[config.mk]
export PLATFORM = sky130hd
export DESIGN_NAME = resistive_touch_controller
export DESIGN_NICKNAME = d
export VERILOG_FILES = /design/src/resistive_touch_controller.v
export VERILOG_INCLUDE_DIRS = /design/src
export SDC_FILE = /design/constraint.sdc
export NUM_CORES = 1
export LEC_CHECK = 0
export BUFFER_PORTS_ARGS = -buffer_cell sky130_fd_sc_hd__buf_2
export CORE_ASPECT_RATIO = 2
export CORE_MARGIN = 4
export CORE_UTILIZATION = 59
export CTS_CLUSTER_SIZE = 40
export DETAILED_ROUTE_END_ITERATION = 12
export GPL_TIMING_DRIVEN = 0
export PLACE_DENSITY = 0.8
export SLEW_MARGIN = 5
export SYNTH_ARGS = -nofsm -noshare
export SYNTH_HDL_FRONTEND = slang
export SYNTH_SLANG_ARGS = --single-unit
[constraint.sdc]
create_clock -name i_clk -period 2.65 [get_ports i_clk]
set_clock_uncertainty 0.15 [all_clocks]
set_input_delay 0.6625 -clock i_clk [delete_from_list [all_inputs] [get_ports i_clk]]
set_output_delay 0.6625 -clock i_clk [all_outputs]
set_load 0.01 [all_outputs]
[src/touch_ctrl_regs.vh]
// Register offsets, field positions, reset values and timing counts of the touch controller
`ifndef TOUCH_CTRL_REGS_VH
`define TOUCH_CTRL_REGS_VH
// ************************************************************
// Register offsets
// ************************************************************
`define TOUCH_MODE_REGISTER_ADDR 8'h08
`define CONVERTER_CONFIG_ADDR 8'h0a
`define TOUCH_IRQ_ADDR 8'h0b
`define CONV_CTRL_ADDR 8'h0c
`define CONV_RESULT_LO_ADDR 8'h0d
`define CONV_RESULT_HI_ADDR 8'h0e
// ************************************************************
// Field positions
// ************************************************************
`define CFG_CONV_EN_BIT 7
`define CFG_VREF_EN_BIT 6
`define IRQ_STATUS_BIT 0
`define IRQ_UNMASK_BIT 1
`define CTRL_START_BIT 0
`define CTRL_EOC_BIT 1
// ************************************************************
// Reset values and mode codes
// ************************************************************
`define TOUCH_MODE_RESET 3'h7
`define CFG_RESET 8'h00
`define MODE_XPOS 3'h0
`define MODE_YPOS 3'h1
`define MODE_PRESS 3'h2
`define MODE_XPLATE 3'h3
`define MODE_YPLATE 3'h4
`define MODE_STANDBY 3'h5
`define MODE_ADC 3'h6
`define MODE_OFF 3'h7
`define CH_TOUCH_A 4'he
`define CH_TOUCH_B 4'hf
// Terminal connections
`define TERM_OPEN 2'h0
`define TERM_REF 2'h1
`define TERM_GND 2'h2
`define TERM_ADC 2'h3
// ************************************************************
// Timing
// ************************************************************
`define CLK_MHZ 250
`define DEGLITCH_MS 8
`define DEGLITCH_CYCLES (`DEGLITCH_MS * 1000 * `CLK_MHZ)
`define SETTLE_CYCLES 16
`define ADC_BITS 10
`endif

[src/resistive_touch_controller.v]
// Touch panel mode sequencer, switch matrix control and SAR converter sequencing
// Operation
// - Three-bit mode field in register 08h
// - Mode 111: terminals open, no touch
// - Mode 101: standby, X to reference, Y ground
// - Standby touch, 8 ms deglitch, unmasked low interrupt
// - Touch reference off in standby or off
// - Touch readings go to channels 14, 15
// - Ten-bit SAR result, fraction over 1024
// - Reference forced on when converter/touch enabled
// - Reference-enable bit keeps reference on otherwise
// - State machine sequences the switch matrix
// - Mode 010: pressure, X reference, Y ground
// - Mode 110: all terminals to converter
// - Mode 000: X position, sample Y
// - Mode 001: Y position, sample X
// - Status set on the write that changes the mode field, before the matrix settles; read clears
`include "touch_ctrl_regs.vh"
module resistive_touch_controller #(
    parameter DEGLITCH_CYCLES = `DEGLITCH_CYCLES,
    parameter SETTLE_CYCLES = `SETTLE_CYCLES,
    parameter ADC_BITS = `ADC_BITS
) (
    // Clock and reset
    input wire i_clk,
    input wire i_rstn,
    // Register port from the serial interface
    input wire i_reg_wr,
    input wire i_reg_rd,
    input wire [7:0] i_reg_addr,
    input wire [7:0] i_reg_wdata,
    output reg [7:0] o_reg_rdata,
    // Plate terminal sense and SAR comparator
    input wire i_x_plate_terminal_a_touch,
    input wire i_sar_cmp,
    // Switch matrix terminal connections
    output reg [1:0] o_x_plate_terminal_a,
    output reg [1:0] o_x_plate_terminal_b,
    output reg [1:0] o_y_plate_terminal_a,
    output reg [1:0] o_y_plate_terminal_b,
    output reg [3:0] o_touch_channel,
    // Supplies and converter
    output reg o_touch_reference_supply,
    output reg o_conv_reference_on,
    output reg [ADC_BITS-1:0] o_sar_dac,
    output reg o_sample,
    // Interrupt, active low
    output reg o_int_n
);
// ************************************************************
// States
// ************************************************************
localparam ST_IDLE = 2'h0;
localparam ST_SETTLE = 2'h1;
localparam ST_CONV = 2'h2;
reg [2:0] touch_mode_field_reg;
reg [7:0] cfg_reg;
reg touch_irq_status_reg;
reg touch_irq_unmask_reg;
reg eoc_reg;
reg [1:0] state_reg;
reg [15:0] settle_cnt_reg;
reg [31:0] deglitch_cnt_reg;
reg [ADC_BITS-1:0] result_reg;
reg [ADC_BITS-1:0] bit_reg;
reg start_pend_reg;
reg [2:0] applied_mode_reg;
reg [7:0] rdata_next;
wire conv_en = cfg_reg[`CFG_CONV_EN_BIT];
wire touch_en = (touch_mode_field_reg != `MODE_OFF);
wire wr_mode = i_reg_wr && (i_reg_addr == `TOUCH_MODE_REGISTER_ADDR);
wire wr_ctrl = i_reg_wr && (i_reg_addr == `CONV_CTRL_ADDR);
wire start_req = wr_ctrl && i_reg_wdata[`CTRL_START_BIT];
wire rd_irq = i_reg_rd && (i_reg_addr == `TOUCH_IRQ_ADDR);
wire wr_irq = i_reg_wr && (i_reg_addr == `TOUCH_IRQ_ADDR);
wire standby = (applied_mode_reg == `MODE_STANDBY);
wire touch_event = standby && i_x_plate_terminal_a_touch &&
    (deglitch_cnt_reg == DEGLITCH_CYCLES - 1);
wire set_status = touch_event || (wr_mode && i_reg_wdata[2:0] != touch_mode_field_reg);
// ************************************************************
// Register file
// ************************************************************
always @(posedge i_clk or negedge i_rstn) begin
    if (!i_rstn) begin
        touch_mode_field_reg <= `TOUCH_MODE_RESET;
        cfg_reg <= `CFG_RESET;
        touch_irq_unmask_reg <= 1'b0;
        touch_irq_status_reg <= 1'b0;
    end else begin
        if (wr_mode) begin
            touch_mode_field_reg <= i_reg_wdata[2:0];
        end else if (i_reg_wr && i_reg_addr == `CONVERTER_CONFIG_ADDR) begin
            cfg_reg <= i_reg_wdata;
        end
        if (wr_irq) begin
            touch_irq_unmask_reg <= i_reg_wdata[`IRQ_UNMASK_BIT];
        end
        if (set_status) begin
            touch_irq_status_reg <= 1'b1;
        end else if (rd_irq) begin
            touch_irq_status_reg <= 1'b0;
        end
    end
end
always @* begin
    rdata_next = 8'h00;
    if (i_reg_addr == `TOUCH_MODE_REGISTER_ADDR) begin
        rdata_next = {5'h00, touch_mode_field_reg};
    end else if (i_reg_addr == `CONVERTER_CONFIG_ADDR) begin
        rdata_next = cfg_reg;
    end else if (i_reg_addr == `TOUCH_IRQ_ADDR) begin
        rdata_next = {6'h00, touch_irq_unmask_reg, touch_irq_status_reg};
    end else if (i_reg_addr == `CONV_CTRL_ADDR) begin
        rdata_next = {6'h00, eoc_reg, start_pend_reg};
    end else if (i_reg_addr == `CONV_RESULT_LO_ADDR) begin
        rdata_next = result_reg[7:0];
    end else if (i_reg_addr == `CONV_RESULT_HI_ADDR) begin
        rdata_next = {6'h00, result_reg[ADC_BITS-1:8]};
    end
end
// ************************************************************
// Touch deglitch
// ************************************************************
always @(posedge i_clk or negedge i_rstn) begin
    if (!i_rstn) begin
        deglitch_cnt_reg <= 32'h00000000;
    end else if (!standby || !i_x_plate_terminal_a_touch) begin
        deglitch_cnt_reg <= 32'h00000000;
    end else if (deglitch_cnt_reg != DEGLITCH_CYCLES - 1) begin
        deglitch_cnt_reg <= deglitch_cnt_reg + 32'h00000001;
    end
end
// ************************************************************
// Sequencer and SAR
// ************************************************************
always @(posedge i_clk or negedge i_rstn) begin
    if (!i_rstn) begin
        state_reg <= ST_IDLE;
        applied_mode_reg <= `TOUCH_MODE_RESET;
        settle_cnt_reg <= 16'h0000;
        start_pend_reg <= 1'b0;
        eoc_reg <= 1'b0;
        result_reg <= {ADC_BITS{1'b0}};
        bit_reg <= {ADC_BITS{1'b0}};
        o_sar_dac <= {ADC_BITS{1'b0}};
        o_sample <= 1'b0;
    end else begin
        if (start_req) begin
            start_pend_reg <= 1'b1;
            eoc_reg <= 1'b0;
        end
        o_sample <= 1'b0;
        case (state_reg)
            ST_IDLE: begin
                if (applied_mode_reg != touch_mode_field_reg) begin
                    applied_mode_reg <= touch_mode_field_reg;
                    settle_cnt_reg <= SETTLE_CYCLES[15:0];
                    state_reg <= ST_SETTLE;
                end else if (start_pend_reg && conv_en) begin
                    start_pend_reg <= start_req;
                    o_sample <= 1'b1;
                    bit_reg <= {1'b1, {(ADC_BITS-1){1'b0}}};
                    o_sar_dac <= {1'b1, {(ADC_BITS-1){1'b0}}};
                    state_reg <= ST_CONV;
                end
            end
            ST_SETTLE: begin
                if (settle_cnt_reg == 16'h0000) begin
                    state_reg <= ST_IDLE;
                end else begin
                    settle_cnt_reg <= settle_cnt_reg - 16'h0001;
                end
            end
            default: begin
                if (bit_reg == {ADC_BITS{1'b0}}) begin
                    result_reg <= o_sar_dac;
                    eoc_reg <= 1'b1;
                    state_reg <= ST_IDLE;
                end else begin
                    if (!i_sar_cmp) begin
                        o_sar_dac <= (o_sar_dac & ~bit_reg) | (bit_reg >> 1);
                    end else begin
                        o_sar_dac <= o_sar_dac | (bit_reg >> 1);
                    end
                    bit_reg <= bit_reg >> 1;
                end
            end
        endcase
    end
end
// ************************************************************
// Switch matrix and outputs
// ************************************************************
always @(posedge i_clk or negedge i_rstn) begin
    if (!i_rstn) begin
        o_x_plate_terminal_a <= `TERM_OPEN;
        o_x_plate_terminal_b <= `TERM_OPEN;
        o_y_plate_terminal_a <= `TERM_OPEN;
        o_y_plate_terminal_b <= `TERM_OPEN;
        o_touch_channel <= `CH_TOUCH_A;
        o_touch_reference_supply <= 1'b0;
        o_conv_reference_on <= 1'b0;
        o_reg_rdata <= 8'h00;
        o_int_n <= 1'b1;
    end else begin
        o_reg_rdata <= rdata_next;
        o_int_n <= !(touch_irq_status_reg && touch_irq_unmask_reg);
        o_touch_reference_supply <= !standby && (applied_mode_reg != `MODE_OFF);
        o_conv_reference_on <= conv_en || touch_en || cfg_reg[`CFG_VREF_EN_BIT];
        o_touch_channel <= `CH_TOUCH_A;
        case (applied_mode_reg)
            `MODE_XPOS: begin
                o_x_plate_terminal_a <= `TERM_REF;
                o_x_plate_terminal_b <= `TERM_GND;
                o_y_plate_terminal_a <= `TERM_ADC;
                o_y_plate_terminal_b <= `TERM_ADC;
            end
            `MODE_YPOS: begin
                o_x_plate_terminal_a <= `TERM_ADC;
                o_x_plate_terminal_b <= `TERM_ADC;
                o_y_plate_terminal_a <= `TERM_REF;
                o_y_plate_terminal_b <= `TERM_GND;
            end
            `MODE_PRESS, `MODE_STANDBY: begin
                o_x_plate_terminal_a <= `TERM_REF;
                o_x_plate_terminal_b <= `TERM_REF;
                o_y_plate_terminal_a <= `TERM_GND;
                o_y_plate_terminal_b <= `TERM_GND;
                if (applied_mode_reg == `MODE_PRESS) begin
                    o_touch_channel <= `CH_TOUCH_B;
                end
            end
            `MODE_XPLATE: begin
                o_x_plate_terminal_a <= `TERM_REF;
                o_x_plate_terminal_b <= `TERM_GND;
                o_y_plate_terminal_a <= `TERM_OPEN;
                o_y_plate_terminal_b <= `TERM_OPEN;
            end
            `MODE_YPLATE: begin
                o_x_plate_terminal_a <= `TERM_OPEN;
                o_x_plate_terminal_b <= `TERM_OPEN;
                o_y_plate_terminal_a <= `TERM_REF;
                o_y_plate_terminal_b <= `TERM_GND;
            end
            `MODE_ADC: begin
                o_x_plate_terminal_a <= `TERM_ADC;
                o_x_plate_terminal_b <= `TERM_ADC;
                o_y_plate_terminal_a <= `TERM_ADC;
                o_y_plate_terminal_b <= `TERM_ADC;
            end
            default: begin
                o_x_plate_terminal_a <= `TERM_OPEN;
                o_x_plate_terminal_b <= `TERM_OPEN;
                o_y_plate_terminal_a <= `TERM_OPEN;
                o_y_plate_terminal_b <= `TERM_OPEN;
            end
        endcase
    end
end
endmodule

# After elaboration in Yosys (flattened, before gate mapping)
# Cells that the tools add are included.
[word_totals] input_bits=22 regBits=122 out_inout_bits=34
[classes] eq_ne=26 n_mux=41 n_bitwise=7 n_reduce_logical=41 add_sub_neg=2
[ops] cell="two-way mux 32 bit" count=2
[ops] cell="two-way mux 10 bit" count=5
[ops] cell="== test 8 x 4 -> 1 bit, second input constant" count=6
[ops] cell="two-way mux 8 bit" count=5
[ops] cell="one-hot mux 10 bit (2 select lines)" count=2
[ops] cell="adder 32 x 1 -> 32 bit, second input constant" count=1
[ops] cell="== test 32 x 21 -> 1 bit, second input constant" count=1
[ops] cell="two-way mux 16 bit" count=2
[ops] cell="inequality test 32 x 21 -> 1 bit, second input constant" count=1
[ops] cell="one-hot mux 16 bit (2 select lines)" count=1
[ops] cell="bitwise OR 10 x 9 -> 10 bit" count=2
[ops] cell="logical NOT 16 bit" count=1
[ops] cell="subtractor 16 x 1 -> 16 bit, second input constant" count=1
[ops] cell="two-way mux 1 bit" count=14
[ops] cell="logical AND 1 bit" count=12
[ops] cell="one-hot mux 2 bit (2 select lines)" count=3
[ops] cell="one-hot mux 2 bit (3 select lines)" count=2
[ops] cell="OR reduction 2 bit" count=6
[ops] cell="AND 10 bit" count=1
[ops] cell="logical NOT 10 bit" count=1
[ops] cell="two-way mux 2 bit" count=5
[ops] cell="inequality test 2 bit, second input constant" count=5
[ops] cell="inverter 10 bit" count=1
[ops] cell="== test 3 bit, second input constant" count=3
[ops] cell="other kinds (17)" count=34

# Depth between registers and ports, before layout
# Gate-level depths: netlist (run 1).
[logic_depth] depth_word=7 depth_mapped=7

# Least setup slack after synthesis (run 1)
# OpenSTA, ideal clock, no wires.
[synth_timing] kind="input -> register" start="in i_reg_addr[5]" end="reg cfg_reg[0]" slack_ns=0.262 required_ns=2.375 path_stages=4 t_arrival_ns=2.113 path_cell_list="nor4_1 nand4_1 nor2_2 mux2_2"
[synth_between] elab_chain_len=4
[synth_lines] element="start: declaration" line="resistive_touch_controller.v:30" rtl="input wire [7:0] i_reg_addr,"
[synth_lines] element="== test 8 x 4 -> 1 bit (no source line)"
[synth_lines] element="logical AND 1 bit" line="resistive_touch_controller.v:71" rtl="wire wr_mode = i_reg_wr && (i_reg_addr == `TOUCH_MODE_REGISTER_ADDR);"
[synth_lines] element="inverter 1 bit (no source line)"
[synth_lines] element="AND reduction 2 bit (no source line) (*)"
[synth_lines] element="end signal: assignment" line="resistive_touch_controller.v:86" rtl="cfg_reg <= `CFG_RESET;"
[synth_lines] element="end signal: assignment" line="resistive_touch_controller.v:93" rtl="cfg_reg <= i_reg_wdata;"
[synth_lines] element="end: declaration" line="resistive_touch_controller.v:57" rtl="reg [7:0] cfg_reg;"
# Mark *: on every way between the ends. The rest lies on a longest branch, timed or not.
# A chain may end at the register's enable or synchronous reset.

# Worst setup path after layout (run 1)
[layout_timing] start="reg deglitch_cnt_reg[0]" end="reg deglitch_cnt_reg[24]"
[layout_between] elab_chain_len=3
[layout_lines] element="start: declaration" line="resistive_touch_controller.v:63" rtl="reg [31:0] deglitch_cnt_reg;"
[layout_lines] element="start signal: assignment" line="resistive_touch_controller.v:130" rtl="deglitch_cnt_reg <= deglitch_cnt_reg + 32'h00000001;"
[layout_lines] element="adder 32 x 1 -> 32 bit" line="resistive_touch_controller.v:130"
[layout_lines] element="two-way mux 32 bit" line="resistive_touch_controller.v:129" rtl="end else if (deglitch_cnt_reg != DEGLITCH_CYCLES - 1) begin"
[layout_lines] element="two-way mux 32 bit" line="resistive_touch_controller.v:127" rtl="end else if (!standby || !i_x_plate_terminal_a_touch) begin"
# Several ways; a longest one is shown, not always the timed one. The select of a mux whose other input is x is not followed.

==> impl_metrics.tcl, run 1 <==
set metrics [dict create \
    area_delta_synth_final_pct 18.3 \
    final.period_utilization 0.929 \
    hold_viol_final 1 \
    design_area_um2 6860 \
    required_ps 2830 \
    fin_util 0.708 \
    num_io_pins 56 \
    preCtsSetupSlack_ps -452 \
    initial_antenna_violation_count 0 \
    maxClockFrequency_ghz 0.406 \
    ir_worst_vdd_mv 0.619 \
    timing.critical_path.slowest_cell_delay_ps 850 \
    finalHoldWorstSlack_ps -1.80 \
    cts.hold.buffers_added 0 \
    cp.buffers_inverters 0 \
    first_global_vias 5123 \
    ctsLongestPathBuffers 2 \
    final.min_clock_period_ps 2460 \
    relSlewSlack 0.362 \
    design.die.area_um2 11600 \
    largest_register_ff_count 32 \
    grt_usage 0.263 \
    viasPerCell 6.14 \
    critPathMaxFanout 5 \
    num_cts_buffers 17 \
    antenna_cells_inserted 0 \
    timing.hold.worst.class "input pin to asynchronous set/reset pin" \
    worst_path_max_delay_cell "nor4_1" \
    setup_viol 0 \
    endpoint_kind "register" \
    wirelength_um 14400 \
    core.rowCount 51 \
    cts.reportedPaths.clkPinSlew_ps 60 \
    violations "negative hold slack" \
    grt_first_pass_wirelength_um 23900 \
    timing_worst_slew_pin_value_ps 949 \
    clock_sink_count 119 \
    syn-mean-instance-area_um2 9.97 \
    initial_core_util 0.598 \
    timing.critical_path.max_delay_family "simple AND/OR/NAND/NOR gates" \
    ys_dominant_reg_cell "dfrtp_1" \
    worstPathArrival_ps 2640 \
    fin_total_pwr_mw 5.40 \
    fp.dieW_um 78.1 \
    timing_worst_setup_path_type "register to register" \
    synth_enable_flop_cells 0 \
    p_leak_nw 3.08 \
    route.detailed.wl_per_inst_um 18.0 \
    postLayoutSetupSlackWorst_ps 188 \
    ant_nets 0 \
    cts_tree "built" \
    rsz0062_at_grt "false" \
    critPathLaunchType "register" \
    synth_seq_cells 119 \
    drtPass1Iterations 5 \
    drt_iter0_markers 248 \
    vias 4915 \
    ys_types 69 \
    portBuffers 51 \
    share_of_flip_flops_with_an_asynchronous_set_or_reset 1.00 \
    netlist_area_um2 5800 \
    crit_path_cell_trace "ha_1, nand2_1, nor4_1, nor3b_1, mux2i_1" \
    ys_warn_count 0 \
    power_density_nw_per_um2 786 \
    synthesis.instances 582 \
    gpl.final_weighted_congestion 0.884 \
    hpwl_um 10400 \
    grt_max_degree 80 \
    clock_latency_on_the_worst_skew_pair_ps 410 \
    finish.net_count 679 \
    status "finished with violations" \
    postCtsResizedCells 1 \
    post_dp_area_um2 6260 \
    grt_total_ovfl 0 \
    post_route_cells_drive_above_1_share 0.198 \
    ys_seq_area_frac 0.515 \
    drv_slew 0 \
    cts_setup_buffers 0 \
    clock-root-buffer "clkbuf_16" \
    ctsHtreeMaxLevel 4 \
    die_height_um 148 \
    floorplan.core_area_um2 9700 \
    number_of_max_capacitance_violations_reported 0 \
    route.detailed.drc 0 \
]
cells by family after synthesis:
| family | synth area share |
|---|---|
| AOI/OAI and AO/OA | 0.136 |
| xor gates and xnor gates | 0.0211 |
| adders and majority gates | 0.00431 |
| buffers and inverters | 0.0354 |
| DFF | 0.515 |
| muxes | 0.0589 |
| other | 0.000646 |
| and+or+nand+nor | 0.229 |
power breakdown:
part | total, mW | leakage (nW) | switching, mW | internal, mW
logic | 0.927 | 1.28 | 0.563 | 0.364
registers | 2.16 | 1.52 | 0.159 | 2.00
clock network | 2.31 | 0.281 | 0.901 | 1.41
placed cells by master (no fill, tap or decap), types with 7 or more instances in the layout:
cell / synthesis / layout
inv_1: 15 / 15
nor3_1: 11 / 11
clkbuf_1: 18 / 19
a21oi_1: 41 / 41
nand3_1: 28 / 28
buf_2: 5 / 55
nor2_1: 27 / 27
nand4_1: 14 / 14
or3_1: 11 / 11
or4_1: 17 / 17
clkbuf_16: 0 / 17
mux2_2: 15 / 15
nand2b_1: 14 / 14
xor2_1: 8 / 8
nand2_1: 68 / 68
o31ai_1: 12 / 12
o21ai_1: 15 / 15
mux2i_1: 15 / 15
dfstp_2: 7 / 7
o21ai_0: 19 / 19
nor4_1: 13 / 12
dfrtp_1: 112 / 112
area by class of cell:
class                      instances  area, um^2
tap                              132         165
clock buffer                      18         429
multi-input combinational        419        2630
timing repair buffer              52         289
fill                             729        2840
inverter                          16        60.1
clock inverter                    14         164
sequential                       119        2990
buffer                            30         145
final timing paths:
path	from	to	slack [ps]	depth (start not counted)
max	deglitch_cnt_reg[0]$_DFFE_PN0P_	deglitch_cnt_reg[24]$_DFFE_PN0P_	190	5
max reg2reg	deglitch_cnt_reg[0]$_DFFE_PN0P_	deglitch_cnt_reg[24]$_DFFE_PN0P_	190	5
max in group asynchronous	i_rstn	applied_mode_reg[1]$_DFFE_PN1P_	1610	2
min	i_rstn	deglitch_cnt_reg[8]$_DFFE_PN0P_	-2	1
min in group i_clk	touch_irq_unmask_reg$_DFFE_PN0P_	o_int_n$_DFF_PN1_	290	1
min reg2reg	touch_irq_unmask_reg$_DFFE_PN0P_	o_int_n$_DFF_PN1_	290	1
through the flow:
stage,cells,TNS (ps)
finish,800,0
global route,800,0
CTS,800,0
detailed placement,768,-4560
global placement,767,-71290
floorplan,584,0
synthesized netlist by cell type, types with 4 or more instances:
cell type	count	share of area
inv_1	15	0.0097
mux2i_1	15	0.026
or4_1	17	0.022
o21ai_0	19	0.016
dfrtp_1	112	0.48
nor2_1	27	0.017
o31ai_1	12	0.016
nand3_1	28	0.024
xor2_1	8	0.012
dfstp_2	7	0.032
nor2b_1	6	0.0065
or3_1	11	0.012
nor3_1	11	0.0095
o21ai_1	15	0.013
a22o_1	5	0.0075
and3_1	5	0.0054
nand3b_1	4	0.0052
xnor2_1	6	0.0091
mux2_2	15	0.029
nor4_1	13	0.014
nand4_1	14	0.015
buf_2	5	0.0043
nand2_1	68	0.044
a21oi_1	41	0.035
nand2b_1	14	0.015
clkbuf_1	18	0.012
per-layer routing:
| metal | up-vias | track usage | part of all wire |
|---|---|---|---|
| met5 | - | 0 | 0 |
| met4 | 0 | 0.135 | 0.039 |
| met3 | 51 | 0.0673 | 0.045 |
| met2 | 163 | 0.497 | 0.57 |
| met1 | 2422 | 0.254 | 0.35 |
| li1 | 2279 | - | - |
No activity file was read; power rests on OpenSTA's default activity.
==> run 2: changes to the inputs <==
--- a/config.mk
+++ b/config.mk
@@ -8,12 +8,12 @@
 export LEC_CHECK = 0
 export BUFFER_PORTS_ARGS = -buffer_cell sky130_fd_sc_hd__buf_2
 export CORE_ASPECT_RATIO = 2
-export CORE_MARGIN = 4
-export CORE_UTILIZATION = 59
+export CORE_MARGIN = 8
+export CORE_UTILIZATION = 60
 export CTS_CLUSTER_SIZE = 40
 export DETAILED_ROUTE_END_ITERATION = 12
 export GPL_TIMING_DRIVEN = 0
-export PLACE_DENSITY = 0.8
+export PLACE_DENSITY = 0.81
 export SLEW_MARGIN = 5
 export SYNTH_ARGS = -nofsm -noshare
 export SYNTH_HDL_FRONTEND = slang
==> constraint.sdc (replaced) <==
create_clock -name i_clk -period 2.9 [get_ports i_clk]
set_clock_uncertainty 0.15 [all_clocks]
set_input_delay 0.725 -clock i_clk [delete_from_list [all_inputs] [get_ports i_clk]]
set_output_delay 0.725 -clock i_clk [all_outputs]
set_load 0.01 [all_outputs]
==> impl_metrics.tcl, run 2 (same netlist as run 1, synthesis figures left out) <==
set metrics [dict create \
    floorplan.core_area_um2 9570 \
    preCtsSetupSlack_ps -8.87 \
    grt_first_pass_wirelength_um 24200 \
    final.min_clock_period_ps 2550 \
    design_area_um2 6950 \
    fin_total_pwr_mw 5.36 \
    clock_latency_on_the_worst_skew_pair_ps 420 \
    clockPowerShare 0.472 \
    seq_power_share 0.369 \
    number_of_max_capacitance_violations_reported 0 \
    worst_path_max_delay_cell "nor4_1" \
    setup_viol 0 \
    largest_register_ff_count 32 \
    p_leak_nw 3.14 \
    power.internal_mw 3.93 \
    finalHoldWorstSlack_ps 68.8 \
    required_ps 3040 \
    grt_total_ovfl 0 \
    ant_nets 0 \
    num_cts_buffers 17 \
    netSwitchingFraction 0.266 \
    num_io_pins 56 \
    postLayoutSetupSlackWorst_ps 352 \
    initial_antenna_violation_count 0 \
    ctsLongestPathBuffers 2 \
    layout_commonest_cell "dfrtp_1" \
    gpl.final_weighted_congestion 0.895 \
    first_global_vias 4961 \
    critPathLaunchType "input pin" \
    post_dp_area_um2 6230 \
    status "complete, no violations" \
    ir_worst_vdd_mv 0.621 \
    timing.critical_path.slowest_cell_delay_ps 870 \
    cts_setup_buffers 0 \
    relSlewSlack 0.315 \
    route.detailed.drc 0 \
    fin_tns_setup_ps 0 \
    critical_path_depth 5 \
    p_comb_frac 0.159 \
    hpwl_um 9560 \
    route.detailed.wl_per_inst_um 18.4 \
    drtPass1Iterations 5 \
    postCtsResizedCells 0 \
    post_route_cells_drive_above_1_share 0.196 \
    cts.hold.buffers_added 0 \
    design.die.area_um2 13300 \
    switchingPower_mw 1.43 \
    hold_viol_final 0 \
    timing_worst_setup_path_type "input pin to register" \
    fp.dieW_um 85.5 \
    cts.reportedPaths.clkPinSlew_ps 50 \
    endpoint_kind "register" \
    worstPathArrival_ps 2690 \
    power_density_nw_per_um2 771 \
    maxClockFrequency_ghz 0.392 \
    viasPerCell 6.33 \
    final_cell_mix "112 x dfrtp_1, 68 x nand2_1, 55 x buf_2" \
    critPathMaxFanout 8 \
    grt_usage 0.230 \
    r2r.worst_path.cells 6 \
    clock-root-buffer "clkbuf_16" \
    vias 4898 \
    area_delta_synth_final_pct 19.7 \
    drv_slew 0 \
    initial_core_util 0.606 \
    grt_max_degree 80 \
    timing.hold.worst.class "input pin to asynchronous set/reset pin" \
    drt_iter0_markers 272 \
    rsz0062_at_grt "false" \
    crit_path_cell_trace "buf_2, nor4_1, nand4_1, nor2_2, mux2_2" \
    timing.critical_path.max_delay_family "simple AND/OR/NAND/NOR gates" \
    cp.buffers_inverters 1 \
    ctsHtreeMaxLevel 4 \
    final.period_utilization 0.879 \
    cts_tree "built" \
    die_height_um 155 \
    wirelength_um 14200 \
    antenna_cells_inserted 0 \
    timing_worst_slew_pin_value_ps 1020 \
    core.rowCount 51 \
    finish.net_count 679 \
    clock_sink_count 119 \
    portBuffers 51 \
]
[run 2: cell type report]
cell class | instances | area [um^2]
clock buffer | 21 | 470
sequential | 119 | 2990
multi-input combinational | 419 | 2620
timing repair buffer | 52 | 289
fill | 692 | 2630
clock inverter | 11 | 243
tap | 106 | 133
buffer | 30 | 145
inverter | 16 | 60.1
[run 2: per-stage QoR]
step / utilization / std cells
final: 0.726 / 774
after global routing: 0.726 / 774
after CTS: 0.726 / 774
after detailed placement: 0.651 / 742
after global placement: 0.648 / 741
after floorplan: - / 584
[run 2: path summary, 6_finish.rpt]
path | slack [ps] | from | endpoint
setup / recovery | 350 | i_reg_addr[5] | cfg_reg[1]$_DFFE_PN0P_
hold / removal | 70 | i_rstn | cfg_reg[3]$_DFFE_PN0P_
setup reg to reg | 440 | applied_mode_reg[1]$_DFFE_PN1P_ | deglitch_cnt_reg[20]$_DFFE_PN0P_
hold reg to reg | 300 | touch_irq_unmask_reg$_DFFE_PN0P_ | o_int_n$_DFF_PN1_
max in group asynchronous | 1780 | i_rstn | applied_mode_reg[2]$_DFFE_PN1P_
min in group i_clk | 300 | touch_irq_unmask_reg$_DFFE_PN0P_ | o_int_n$_DFF_PN1_
[run 2: per-layer routing]
layer | track usage | vias to the layer above | wire [um]
li1 | - | 2278 | -
met1 | 0.272 | 2411 | 5770
met2 | 0.376 | 187 | 7140
met3 | 0.0692 | 22 | 1110
met4 | 0.0934 | 0 | 216
met5 | 0 | - | 0
[run 2: worst reg2reg max path, delay by kind of cell (launching register included)]
family                 cells  cell delay [ps]
and+or+nand+nor            1              390
AOI/OAI and AO/OA          2              350
DFF                        1              370
buffers and inverters      3             1100
[run 2: power groups by stage]
stage               Sequential, mW  Combinational [mW]  Clock (mW)
floorplan                     1.98               0.582           0
global placement              1.98               0.789           0
detailed placement            1.99               0.823           0
CTS                           1.97               0.852        2.54
global route                  1.99               0.959        2.61
finish                        1.97               0.854        2.53
